==> config.mk <==
export PLATFORM = sky130hd
export DESIGN_NAME = crf_core
export DESIGN_NICKNAME = d
export VERILOG_FILES = /design/src/pkg/crf_pkg.sv /design/src/rtl/crf_core.sv
export SDC_FILE = /design/constraint.sdc
export NUM_CORES = 1
export LEC_CHECK = 0
export BUFFER_PORTS_ARGS = -buffer_cell sky130_fd_sc_hd__buf_2
export CELL_PAD_IN_SITES_DETAIL_PLACEMENT = 0
export CELL_PAD_IN_SITES_GLOBAL_PLACEMENT = 1
export CORE_ASPECT_RATIO = 2
export CORE_MARGIN = 8
export CORE_UTILIZATION = 50
export DETAILED_ROUTE_END_ITERATION = 7
export GPL_ROUTABILITY_DRIVEN = 1
export PLACE_DENSITY_LB_ADDON = 0.1
export SYNTH_ARGS = -nofsm -noshare
export SYNTH_HDL_FRONTEND = slang
export SYNTH_SLANG_ARGS = --single-unit
==> constraint.sdc <==
create_clock -name sys_clk -period 8.9 [get_ports sys_clk]
set_input_delay 2.67 -clock sys_clk [delete_from_list [all_inputs] [get_ports sys_clk]]
set_output_delay 2.67 -clock sys_clk [all_outputs]
set_load 0.01 [all_outputs]
==> src/pkg/crf_pkg.sv <==
// Shared constants and types for the core register file block.
package crf_pkg;
   // ----------------------------------------
   // Sizes
   // ----------------------------------------
   localparam int CRF_NREG  = 32;
   localparam int CRF_PCW   = 9;
   localparam int CRF_DEPTH = 3;
   localparam int CRF_NIRQ  = 8;

   // ----------------------------------------
   // Addresses and reset values
   // ----------------------------------------
   localparam logic [4:0] CRF_ZLO_IDX   = 5'h1E;
   localparam logic [4:0] CRF_ZHI_IDX   = 5'h1F;
   localparam logic [4:0] CRF_UPPER     = 5'h10;
   localparam logic [5:0] CRF_STATUS_IO = 6'h3F;
   localparam logic [7:0] CRF_IO_BASE   = 8'h20;
   localparam logic [7:0] CRF_IO_END    = 8'h60;
   localparam logic [8:0] CRF_PC_RST    = 9'h000;
   localparam logic [8:0] CRF_PC_ONE    = 9'h001;
   localparam logic [7:0] CRF_STAT_RST  = 8'h00;
   localparam int CRF_SF_C = 0;
   localparam int CRF_SF_Z = 1;
   localparam int CRF_SF_N = 2;
   localparam int CRF_SF_I = 7;

   // ----------------------------------------
   // Types
   // ----------------------------------------
   typedef enum logic [3:0] {
      CRF_OP_NOP = 4'h0, CRF_OP_RR = 4'h1, CRF_OP_RI = 4'h2, CRF_OP_R1 = 4'h3,
      CRF_OP_LOAD_IMMEDIATE = 4'h4, CRF_OP_LDZ = 4'h5, CRF_OP_STZ = 4'h6, CRF_OP_CONSTANT_LOAD = 4'h7,
      CRF_OP_IN = 4'h8, CRF_OP_OUT = 4'h9, CRF_OP_RELATIVE_JUMP = 4'hA, CRF_OP_RELATIVE_CALL = 4'hB,
      CRF_OP_RET = 4'hC, CRF_OP_INTERRUPT_RETURN = 4'hD, CRF_OP_SEI = 4'hE, CRF_OP_CLI = 4'hF
   } crf_op_e;
   typedef enum logic [3:0] {
      CRF_FN_ADD = 4'h0, CRF_FN_ADC = 4'h1, CRF_FN_SUB = 4'h2, CRF_FN_SUB_CARRY = 4'h3,
      CRF_FN_AND = 4'h4, CRF_FN_OR = 4'h5, CRF_FN_EOR = 4'h6, CRF_FN_MOV = 4'h7,
      CRF_FN_COMPARE = 4'h8, CRF_FN_CPC = 4'h9, CRF_FN_COM = 4'hA, CRF_FN_INC = 4'hB,
      CRF_FN_DEC = 4'hC, CRF_FN_LSR = 4'hD
   } crf_fn_e;
   typedef enum logic [1:0] {
      CRF_ST_EXEC = 2'b00, CRF_ST_CONST_LOAD = 2'b01, CRF_ST_IO = 2'b10
   } crf_state_e;
   typedef struct packed {
      crf_op_e     op;
      crf_fn_e     fn;
      logic [4:0]  rd;
      logic [4:0]  rr;
      logic [7:0]  imm;
      logic [11:0] koff;
      logic [5:0]  ioa;
   } crf_dec_s;
   typedef struct packed {
      logic [5:0] addr;
      logic [7:0] wdata;
      logic       we;
      logic       re;
   } crf_io_s;
endpackage

==> src/rtl/crf_core.sv <==
// Register file, fetch pipeline, return stack and interrupt entry of the core.
// What this block does
// RULE_01: Thirty-two byte registers, each reachable in one cycle.
// RULE_02: Two operands read, operated on and written back in one cycle.
// RULE_03: Immediate ops and load-immediate only target registers 16 to 31.
// RULE_04: Register and single-register ops reach every register.
// RULE_05: Registers 30 and 31 form the 16-bit indirect pointer.
// RULE_06: Indirect register access uses only the pointer low byte.
// RULE_07: Pointer reaches register file, I/O space and program memory.
// RULE_08: Next instruction prefetched while current one executes.
// RULE_09: Each instruction is one 16-bit word at one address.
// RULE_10: Relative jump and call reach the whole program space.
// RULE_11: Return address saved in a three-entry hardware stack.
// RULE_12: I/O space has 64 addresses.
// RULE_13: Global interrupt enable bit lives in the status register.
// RULE_14: Each interrupt source has its own vector at memory start.
// RULE_15: Lowest vector wins when several interrupts pend.
// RULE_16: ALU takes register pairs, constant-register pairs and single registers.
// RULE_17: Program counter and stack entries are nine bits wide.
// RULE_18: Push into entry 0 shifting deeper; pop entry 0 shifting up.
// RULE_19: Overflow drops oldest; deepest entry keeps its value on pop.
// RULE_20: Constant load: upper pointer bits pick word, bit 0 picks byte.
// RULE_21: Two read ports, one write port written at the cycle's edge.
// RULE_22: Interrupt taken only with global enable and source mask set.
`timescale 1ns/1ns
module crf_core
   import crf_pkg::*;
(
   input  wire logic                         sys_clk,       // System clock, 50 MHz.
   input  wire logic                         reset,         // Synchronous reset, active high.
   input  wire logic [15:0]                  pm_rdata,      // Program word at pm_addr_q.
   input  wire crf_pkg::crf_dec_s            dec,           // Decoder view of instr_q.
   input  wire logic [7:0]                   io_rdata,      // I/O read data, taken in the cycle re stands.
   input  wire logic [crf_pkg::CRF_NIRQ-1:0] irq_req,       // Interrupt request levels.
   input  wire logic [crf_pkg::CRF_NIRQ-1:0] irq_mask,      // Per-source enables.
   output logic [crf_pkg::CRF_PCW-1:0]       pm_addr_q,     // Fetch address.
   output logic [15:0]                       instr_q,       // Prefetched instruction.
   output logic                              instr_valid_q, // instr_q may execute.
   output logic [crf_pkg::CRF_PCW-1:0]       pc_q,          // Address of instr_q.
   output crf_pkg::crf_io_s                  io_q,          // I/O space access.
   output logic [crf_pkg::CRF_NIRQ-1:0]      irq_ack_q,     // One-hot accepted source.
   output logic [7:0]                        status_q       // Status flags.
);
   import crf_pkg::*;

   // ----------------------------------------
   // Storage and state
   // ----------------------------------------
   logic [7:0]         gpr_q   [CRF_NREG];
   // RULE_17 nine-bit entries
   logic [8:0]         stack_q [CRF_DEPTH];
   logic [8:0]         up_src  [CRF_DEPTH];
   logic [8:0]         dn_src  [CRF_DEPTH];
   crf_state_e         state_q;
   crf_state_e         state_d;
   logic [8:0]         ret_q;
   logic [4:0]         pend_rd_q;
   logic               const_hi_q;

   logic               exec;
   logic [4:0]         dst;
   logic [7:0]         opa;
   logic [7:0]         opb;
   logic [15:0]        zptr;
   logic [7:0]         zlo;
   logic               ind_reg;
   logic               ind_io;
   logic [5:0]         tio;
   logic               io_acc;
   logic               stat_hit;
   logic               io_rd;
   logic               io_wr;
   logic [CRF_NIRQ-1:0] pend;
   logic [CRF_NIRQ-1:0] sel;
   logic [8:0]         vec;
   logic               irq_take;
   logic               run;
   logic [8:0]         sum9;
   logic [7:0]         alu_res;
   logic               alu_c;
   logic               alu_wr;
   logic               wr_en;
   logic [4:0]         wr_addr;
   logic [7:0]         wr_data;
   logic [8:0]         rel_tgt;
   logic [8:0]         pm_d;
   logic               load_instr;
   logic               flush;
   logic               push;
   logic               pop;
   logic [8:0]         push_val;

   // ----------------------------------------
   // Operand selection
   // ----------------------------------------
   // Immediate forms carry only four register bits, so they land in the upper half.
   // RULE_03 upper half only
   // RULE_04 others reach all
   assign dst  = (dec.op == CRF_OP_RI || dec.op == CRF_OP_LOAD_IMMEDIATE)
               ? (CRF_UPPER | {1'b0, dec.rd[3:0]}) : dec.rd;
   // RULE_16 operand pair kinds
   assign opa  = gpr_q[dst];
   assign opb  = (dec.op == CRF_OP_RI) ? dec.imm : gpr_q[dec.rr];
   // RULE_05 pointer pair
   assign zptr = {gpr_q[CRF_ZHI_IDX], gpr_q[CRF_ZLO_IDX]};
   // RULE_06 low byte only
   assign zlo  = zptr[7:0];

   // Indirect data space: registers first, then the I/O window, above that nothing.
   // RULE_07 pointer targets
   assign ind_reg  = zlo < CRF_IO_BASE;
   assign ind_io   = !ind_reg && zlo < CRF_IO_END;
   // RULE_12 six-bit I/O address
   assign tio      = (dec.op == CRF_OP_IN || dec.op == CRF_OP_OUT)
                   ? dec.ioa : 6'(zlo - CRF_IO_BASE);
   assign io_acc   = dec.op == CRF_OP_IN || dec.op == CRF_OP_OUT
                   || ((dec.op == CRF_OP_LDZ || dec.op == CRF_OP_STZ) && ind_io);
   // RULE_13 status in I/O space
   assign stat_hit = io_acc && tio == CRF_STATUS_IO;

   // ----------------------------------------
   // Interrupt selection
   // ----------------------------------------
   // RULE_22 enable and mask
   assign pend     = irq_req & irq_mask;
   assign exec     = instr_valid_q && state_q == CRF_ST_EXEC;
   assign irq_take = exec && status_q[CRF_SF_I] && (|pend);
   assign run      = exec && !irq_take;
   // RULE_15 lowest vector wins
   assign sel      = pend & (~pend + 1'b1);

   // Vector 0 is reset, so source n enters at n plus one.
   always_comb
   begin
      vec = CRF_PC_RST;
      for (int i = CRF_NIRQ - 1; i >= 0; i--)
      begin
         // RULE_14 vector per source
         if (pend[i])
            vec = 9'(i + 1);
      end
   end

   assign io_rd = run && !stat_hit && (dec.op == CRF_OP_IN || (dec.op == CRF_OP_LDZ && ind_io));
   assign io_wr = run && !stat_hit && (dec.op == CRF_OP_OUT || (dec.op == CRF_OP_STZ && ind_io));

   // ----------------------------------------
   // ALU
   // ----------------------------------------
   // Compares reuse the subtractor and simply skip the write.
   always_comb
   begin
      sum9    = 9'h000;
      alu_res = opa;
      alu_c   = status_q[CRF_SF_C];
      alu_wr  = 1'b1;
      case (dec.fn)
         CRF_FN_ADD: sum9 = {1'b0, opa} + {1'b0, opb};
         CRF_FN_ADC: sum9 = {1'b0, opa} + {1'b0, opb} + {8'h00, status_q[CRF_SF_C]};
         CRF_FN_SUB, CRF_FN_COMPARE: sum9 = {1'b0, opa} - {1'b0, opb};
         CRF_FN_SUB_CARRY, CRF_FN_CPC: sum9 = {1'b0, opa} - {1'b0, opb} - {8'h00, status_q[CRF_SF_C]};
         default: sum9 = 9'h000;
      endcase
      case (dec.fn)
         CRF_FN_ADD, CRF_FN_ADC, CRF_FN_SUB, CRF_FN_SUB_CARRY:
         begin
            alu_res = sum9[7:0];
            alu_c   = sum9[8];
         end
         CRF_FN_COMPARE, CRF_FN_CPC:
         begin
            alu_res = sum9[7:0];
            alu_c   = sum9[8];
            alu_wr  = 1'b0;
         end
         CRF_FN_AND: alu_res = opa & opb;
         CRF_FN_OR:  alu_res = opa | opb;
         CRF_FN_EOR: alu_res = opa ^ opb;
         CRF_FN_MOV: alu_res = opb;
         CRF_FN_COM: alu_res = ~opa;
         CRF_FN_INC: alu_res = opa + 8'h01;
         CRF_FN_DEC: alu_res = opa - 8'h01;
         CRF_FN_LSR:
         begin
            alu_res = {1'b0, opa[7:1]};
            alu_c   = opa[0];
         end
         default: alu_res = opa;
      endcase
   end

   // ----------------------------------------
   // Write port
   // ----------------------------------------
   // Wait states own the port, so a stalled load never collides with an ALU write.
   always_comb
   begin
      wr_en   = 1'b0;
      wr_addr = dst;
      wr_data = alu_res;
      if (state_q == CRF_ST_CONST_LOAD)
      begin
         // RULE_20 byte select
         wr_en   = 1'b1;
         wr_addr = pend_rd_q;
         wr_data = const_hi_q ? pm_rdata[15:8] : pm_rdata[7:0];
      end
      else if (state_q == CRF_ST_IO)
      begin
         wr_en   = 1'b1;
         wr_addr = pend_rd_q;
         wr_data = io_rdata;
      end
      else if (run)
      begin
         case (dec.op)
            // RULE_02 single-cycle write back
            CRF_OP_RR, CRF_OP_RI, CRF_OP_R1: wr_en = alu_wr;
            CRF_OP_LOAD_IMMEDIATE:
            begin
               wr_en   = 1'b1;
               wr_data = dec.imm;
            end
            CRF_OP_LDZ:
            begin
               wr_en   = ind_reg || stat_hit || !ind_io;
               wr_data = ind_reg ? gpr_q[zlo[4:0]] : (stat_hit ? status_q : 8'h00);
            end
            CRF_OP_IN:
            begin
               wr_en   = stat_hit;
               wr_data = status_q;
            end
            CRF_OP_STZ:
            begin
               wr_en   = ind_reg;
               wr_addr = zlo[4:0];
               wr_data = gpr_q[dec.rd];
            end
            default: wr_en = 1'b0;
         endcase
      end
   end

   // One flop group per register; any of them can be read or written each cycle.
   for (genvar g = 0; g < CRF_NREG; g++)
   begin : g_gpr
      // RULE_01 register storage
      always_ff @(posedge sys_clk)
      begin
         if (reset)
            gpr_q[g] <= 8'h00;
         // RULE_21 write at edge
         else if (wr_en && wr_addr == 5'(g))
            gpr_q[g] <= wr_data;
      end
   end

   // ----------------------------------------
   // Fetch pipeline
   // ----------------------------------------
   // Nine-bit wrap lets any offset reach every word.
   // RULE_10 wrapping target
   assign rel_tgt = pc_q + dec.koff[8:0] + CRF_PC_ONE;

   always_comb
   begin
      pm_d       = pm_addr_q + CRF_PC_ONE;
      load_instr = 1'b1;
      flush      = 1'b0;
      state_d    = CRF_ST_EXEC;
      if (state_q != CRF_ST_EXEC)
      begin
         pm_d       = ret_q;
         load_instr = 1'b0;
      end
      else if (irq_take)
      begin
         pm_d  = vec;
         flush = 1'b1;
      end
      else if (run)
      begin
         case (dec.op)
            CRF_OP_RELATIVE_JUMP, CRF_OP_RELATIVE_CALL:
            begin
               pm_d  = rel_tgt;
               flush = 1'b1;
            end
            CRF_OP_RET, CRF_OP_INTERRUPT_RETURN:
            begin
               pm_d  = stack_q[0];
               flush = 1'b1;
            end
            CRF_OP_CONSTANT_LOAD:
            begin
               // RULE_20 word select
               pm_d    = zptr[CRF_PCW:1];
               state_d = CRF_ST_CONST_LOAD;
            end
            default: pm_d = pm_addr_q + CRF_PC_ONE;
         endcase
         if (io_rd)
            state_d = CRF_ST_IO;
      end
   end

   // The word fetched under a taken branch is already stale, so it is marked dead.
   // RULE_08 prefetch overlap
   always_ff @(posedge sys_clk)
   begin
      if (reset)
      begin
         pm_addr_q     <= CRF_PC_RST;
         instr_q       <= 16'h0000;
         instr_valid_q <= 1'b0;
         pc_q          <= CRF_PC_RST;
         state_q       <= CRF_ST_EXEC;
      end
      else
      begin
         pm_addr_q <= pm_d;
         state_q   <= state_d;
         if (load_instr)
         begin
            // RULE_09 one word each
            instr_q       <= pm_rdata;
            pc_q          <= pm_addr_q;
            instr_valid_q <= !flush;
         end
      end
   end

   // Stalled loads remember where to resume and which register to fill.
   always_ff @(posedge sys_clk)
   begin
      if (reset)
      begin
         ret_q     <= CRF_PC_RST;
         pend_rd_q <= 5'h00;
         const_hi_q <= 1'b0;
      end
      else if (run)
      begin
         ret_q     <= pm_addr_q + CRF_PC_ONE;
         pend_rd_q <= dst;
         const_hi_q <= zptr[0];
      end
   end

   // ----------------------------------------
   // Return stack
   // ----------------------------------------
   // An interrupt returns to the squashed instruction, a call to the next one.
   assign push     = irq_take || (run && dec.op == CRF_OP_RELATIVE_CALL);
   assign pop      = run && (dec.op == CRF_OP_RET || dec.op == CRF_OP_INTERRUPT_RETURN);
   assign push_val = irq_take ? pc_q : pc_q + CRF_PC_ONE;

   for (genvar g = 0; g < CRF_DEPTH; g++)
   begin : g_stack
      if (g == 0)
         assign up_src[g] = push_val;
      else
         assign up_src[g] = stack_q[g-1];
      // RULE_19 deepest entry sticks
      if (g == CRF_DEPTH - 1)
         assign dn_src[g] = stack_q[g];
      else
         assign dn_src[g] = stack_q[g+1];
      // RULE_11 three-entry stack
      always_ff @(posedge sys_clk)
      begin
         if (reset)
            stack_q[g] <= CRF_PC_RST;
         // RULE_18 shift on push and pop
         else if (push)
            stack_q[g] <= up_src[g];
         else if (pop)
            stack_q[g] <= dn_src[g];
      end
   end

   // ----------------------------------------
   // Status, I/O and acknowledge
   // ----------------------------------------
   // Entry clears the global enable so a level request cannot re-enter at once.
   always_ff @(posedge sys_clk)
   begin
      if (reset)
         status_q <= CRF_STAT_RST;
      else if (irq_take)
         status_q[CRF_SF_I] <= 1'b0;
      else if (run)
      begin
         case (dec.op)
            // RULE_13 global enable
            CRF_OP_SEI, CRF_OP_INTERRUPT_RETURN: status_q[CRF_SF_I] <= 1'b1;
            CRF_OP_CLI: status_q[CRF_SF_I] <= 1'b0;
            CRF_OP_RR, CRF_OP_RI, CRF_OP_R1:
            begin
               status_q[CRF_SF_C] <= alu_c;
               status_q[CRF_SF_Z] <= alu_res == 8'h00;
               status_q[CRF_SF_N] <= alu_res[7];
            end
            CRF_OP_OUT, CRF_OP_STZ:
               if (stat_hit)
                  status_q <= gpr_q[dec.rd];
            default: status_q <= status_q;
         endcase
      end
   end

   // RULE_22 accepted source
   always_ff @(posedge sys_clk)
   begin
      if (reset)
      begin
         io_q      <= '0;
         irq_ack_q <= '0;
      end
      else
      begin
         io_q.we    <= io_wr;
         io_q.re    <= io_rd;
         io_q.addr  <= tio;
         io_q.wdata <= gpr_q[dec.rd];
         irq_ack_q  <= irq_take ? sel : '0;
      end
   end
endmodule

[Word level (Yosys, flattened, before mapping)]
Memory sizes are Yosys's and may differ from the RTL's.
Index checks and enable logic that the tools add are counted.
Storage, ports and cells
  bits in registers: 84
  latch bits: 0
  RAM bits: 283
  bits in read-only memories: 0
  input port bits: 86
  output and inout port bits: 67
  logic and storage cells: 419
  memories: 2
Memories
  gpr_q: words 32, width 8, read ports 6, clocked after Yosys merged registers in 0, wr ports 32, RTL line crf_core.sv:49  | logic [7:0] gpr_q [CRF_NREG];
  stack_q: words 3, width 9, read ports 3, clocked after Yosys merged registers in 0, wr ports 3, RTL line crf_core.sv:51  | logic [8:0] stack_q [CRF_DEPTH];
Cells by class
  add/sub/neg operators: 12
  multipliers: 0
  divide/modulo/power cells: 0
  magnitude comparators: 2
  eq/ne operators: 64
  shift-type cells: 0
  mux-type cells: 187
  bitwise operators: 47
  reductions and logical operators: 87
Operators with widths (number)
  $mux W8: 40
  $mux W9: 16
  $mux W1: 114
  $eq A5 B5 Y1 const B: 16
  $pmux W8 S9: 1
  $eq A4 B4 Y1 const B: 14
  $logic_and A1 B1 Y1: 46
  $eq A5 B4 Y1 const B: 8
  $or A1 B1 Y1: 38
  $pmux W9 S4: 1
  $eq A4 B3 Y1 const B: 8
  $pmux W8 S4: 1
  $add A9 B1 Y9 const B: 3
  $pmux W9 S3: 1
  $mux W5: 5
  $and A8 B8 Y8: 3
  $eq A5 B3 Y1 const B: 4
  $reduce_or A2 Y1: 9
  $add A8 B1 Y8 const B: 2
  $eq A4 B2 Y1 const B: 4
  $not A8 Y8: 2
  $eq A5 B2 Y1 const B: 2
  $logic_or A1 B1 Y1: 10
  $add A8 B8 Y9: 1
  other kinds (40): 50

[Longest topological paths before layout]
An unclocked memory read counts as a cell.
  depth in word-level cells: 18
  depth in mapped cells: 25
  gate-level depth less buffers: 20

[Worst setup path before layout]
Ideal clock, no wire load.
  path kind: input to register
  start point: input port dec[26] (netlist name)
  end point: memory gpr_q[26][1], data pin
  library setup time: 259 ps
  arrival: 7237 ps
  required time: 8641 ps
  path slack: 1403 ps
  stages on the path: 21
  path buffers: 4
  cells stage by stage: buf_6 buf_4 buf_4 mux4_2 a22o_1 nor3_1 nand2_1 o21ai_0 inv_1 ha_1 fa_1 ha_1 mux4_2 and2_1 a2111o_1 o32a_1 inv_2 a21oi_2 a21oi_4 buf_6 nor2_1
RTL lines
  start, declared: RTL line crf_core.sv:32  | input wire crf_pkg::crf_dec_s dec,
  end, declared: RTL line crf_core.sv:49

==> flow_metrics.tcl <==
set metrics [dict create \
    worstPathRequired_ns 9.19 \
    synth.distinct_cells 85 \
    min_period_ns 8.10 \
    clock_skew_ns 0.0266 \
    port_buffers 149 \
    htreeDepth 2 \
    fmax_mhz 123 \
    seq_area_um2 10200 \
    ys_ff_latch 367 \
    cts_tree "yes" \
    wl_per_cell_um 34.8 \
    syn_to_final_growth_pct 12.3 \
    ys_async_sr_fraction 0 \
    syn_inst 2212 \
    synth_top_area_frac 0.349 \
    antenna_left 0 \
    drtPass1Iterations 5 \
    worstHoldPathType "reg -> reg" \
    drt-total-wl_um 105000 \
    drc 0 \
    clockBufferDepth 3 \
    fp.coreArea_um2 48200 \
    grt_pass1_wl_um 148000 \
    worst_slew_pin_slew_ns 1.43 \
    leakage_uw 0.0103 \
    cts_setup_buffers 0 \
    path_class "in -> reg" \
    clk_latency_ns 0.58 \
    hpwl_um 79800 \
    overflow 0 \
    ys_top_cells_by_area "edfxtp_1 35%, mux4_2 19%, dfxtp_1 6.9%, nor2_1 6.1%, nand2_1 3.4%" \
    start_util 0.505 \
    gp_congestion 1.00 \
    status "completed" \
    yosys_warnings 0 \
    mappedNetlistNets 2346 \
    vias_per_cell 6.77 \
    grt_max_degree 83 \
    cp_data_arrival_time_ns 8.39 \
    setup_viol_count_final 0 \
    row_count 114 \
    syn_avg_cell_area_um2 11.0 \
    path_clk_slew_ns 0.07 \
    track_usage 0.374 \
    final_nets 2477 \
    ir_drop_mv 0.189 \
    hold_violations 0 \
    slew_headroom 0.0353 \
    placed_cells 2943 \
    clkSinkCount 367 \
    final_max_slew_viol_count 0 \
    synth-seq-area-share 0.418 \
    fin_tns_setup_ns 0 \
    ctsResizeCount 0 \
    rsz0062_at_grt "false" \
    syn_area_um2 24300 \
    drive_gt1_frac 0.244 \
    finalNonFillerCells 3019 \
    cp_max_fo 32 \
    antenna_found_initial 7 \
    die_h_um 328 \
    postCtsHoldBufs 0 \
    multi_input_area_um2 13200 \
    synth_top_cells_by_count "394 x nor2_1, 283 x edfxtp_1, 221 x nand2_1" \
    synth.largest_area_cell "edfxtp_1" \
    fin_area_um2 27300 \
    cts-root-buf "clkbuf_16" \
    placed_area_um2 26100 \
    pin_count 153 \
    die_area_um2 56400 \
    endpoint_kind "register" \
    fill_cells 4408 \
    vias 20400 \
    first_global_vias 20700 \
    start_kind "input pin" \
    cts_buffers 36 \
    dieWidth_um 172 \
    rrSetupSlack_ns 3.07 \
    ys.flop_type "edfxtp_1" \
    finalPower_uw 4960 \
    synth-edff-count 283 \
    cellPowerDensity_nw_per_um2 181 \
    maxCapViolCount 0 \
    synth.most_common_cell "nor2_1" \
    first_iter_violations 2179 \
    fin_crit_sh 0.910 \
]
-- cell type report --
cell class / instances / share of cell area
multi-input combinational: 1631 / 0.484
sequential: 367 / 0.372
timing repair buffer: 257 / 0.0622
clock buffer: 46 / 0.0365
tap: 638 / 0.0292
clock inverter: 20 / 0.00824
inverter: 50 / 0.00686
antenna: 10 / 0.000915
-- worst max-delay path, stage by stage --
cell	delay, ns
buf_2	0.33
buf_4	0.36
buf_4	0.41
mux4_2	0.35
o21ai_0	0.47
a22oi_1	0.20
and2_1	0.26
inv_1	0.12
fa_1	0.23
nor2_1	0.09
o311ai_0	0.70
nand4_1	0.17
o311a_1	0.19
nor4b_1	0.41
buf_4	0.18
mux2i_1	0.25
a41oi_1	0.14
o22a_1	0.30
o2bb2ai_2	0.21
buf_12	0.23
nor2_1	0.07
-- state kept, by name, summed over array words and instances (netlist names) --
| register | count |
|---|---|
| pc_q | 9 |
| pm_addr_q | 9 |
| instr_q | 16 |
| stack_q | 27 |
| io_q | 16 |
| ret_q | 9 |
| irq_ack_q | 8 |
| const_hi_q | 1 |
| status_q | 8 |
| gpr_q | 256 |
| state_q | 2 |
| instr_valid_q | 1 |
| pend_rd_q | 5 |
-- stage by stage --
stage | worst slack, ns | util | hold WS (ns)
after floorplan | 1.40 | - | 0.437
final | 0.802 | 0.567 | 0.452
after global placement | 0.318 | 0.541 | 0.440
after global routing | 0.461 | 0.567 | 0.473
after CTS | 0.892 | 0.567 | 0.455
after detailed placement | 0.311 | 0.541 | 0.446
-- worst paths after layout --
check	startpoint	end	depth (start not counted)
worst max-delay path	dec[34]	gpr_q[15][7]$_SDFFCE_PN0P_	21
worst max register to register	gpr_q[30][0]$_SDFFCE_PN0P_	gpr_q[15][7]$_SDFFCE_PN0P_	20
worst min register to register	instr_q[13]$_SDFFE_PP0N_	instr_q[13]$_SDFFE_PP0N_	2
worst min-delay path	instr_q[13]$_SDFFE_PP0N_	instr_q[13]$_SDFFE_PP0N_	2
-- report_power, final --
group | switching, uW | internal (uW)
clock | 728 | 898
sequential | 70.4 | 1910
combinational | 835 | 516
total | 1630 | 3330
-- cell usage in the layout, fill, tap and decap left out, types with 10 or more instances in the layout --
| cell | n |
|---|---|
| a22o_1 | 34 |
| ha_1 | 44 |
| nand2_1 | 221 |
| o211ai_1 | 13 |
| xor2_1 | 16 |
| buf_2 | 147 |
| diode_2 | 10 |
| nand4_1 | 13 |
| a221oi_1 | 16 |
| nand2b_1 | 28 |
| xnor2_1 | 28 |
| buf_12 | 11 |
| a22oi_1 | 17 |
| or2_2 | 11 |
| nand3_1 | 29 |
| nor2_1 | 393 |
| mux2i_1 | 77 |
| o221ai_1 | 11 |
| o22ai_1 | 11 |
| and2_1 | 15 |
| nor4_1 | 10 |
| dfxtp_1 | 84 |
| nor2b_1 | 21 |
| buf_4 | 99 |
| nor3_1 | 29 |
| edfxtp_1 | 283 |
| a211oi_1 | 22 |
| clkbuf_16 | 36 |
| o21ai_0 | 71 |
| mux2_2 | 16 |
| a21o_1 | 41 |
| mux4_2 | 208 |
| inv_1 | 47 |
| a21oi_1 | 94 |
-- cells by family after synthesis --
| family | after synthesis | synth area share |
|---|---|---|
| simple gates | 813 | 0.145 |
| buf+inv | 214 | 0.0411 |
| mux | 301 | 0.231 |
| compound gates | 425 | 0.123 |
| fa+ha+maj | 48 | 0.0259 |
| xor+xnor | 44 | 0.0158 |
| flops | 367 | 0.418 |
-- metal layers --
layer / vias up / track usage / wire (um)
li1: 8667 / - / -
met1: 10100 / 0.368 / 31100
met2: 1221 / 0.634 / 52300
met3: 403 / 0.0735 / 8660
met4: 2 / 0.370 / 12900
met5: - / 0 / 13
Power figures use the tool's default switching activity.
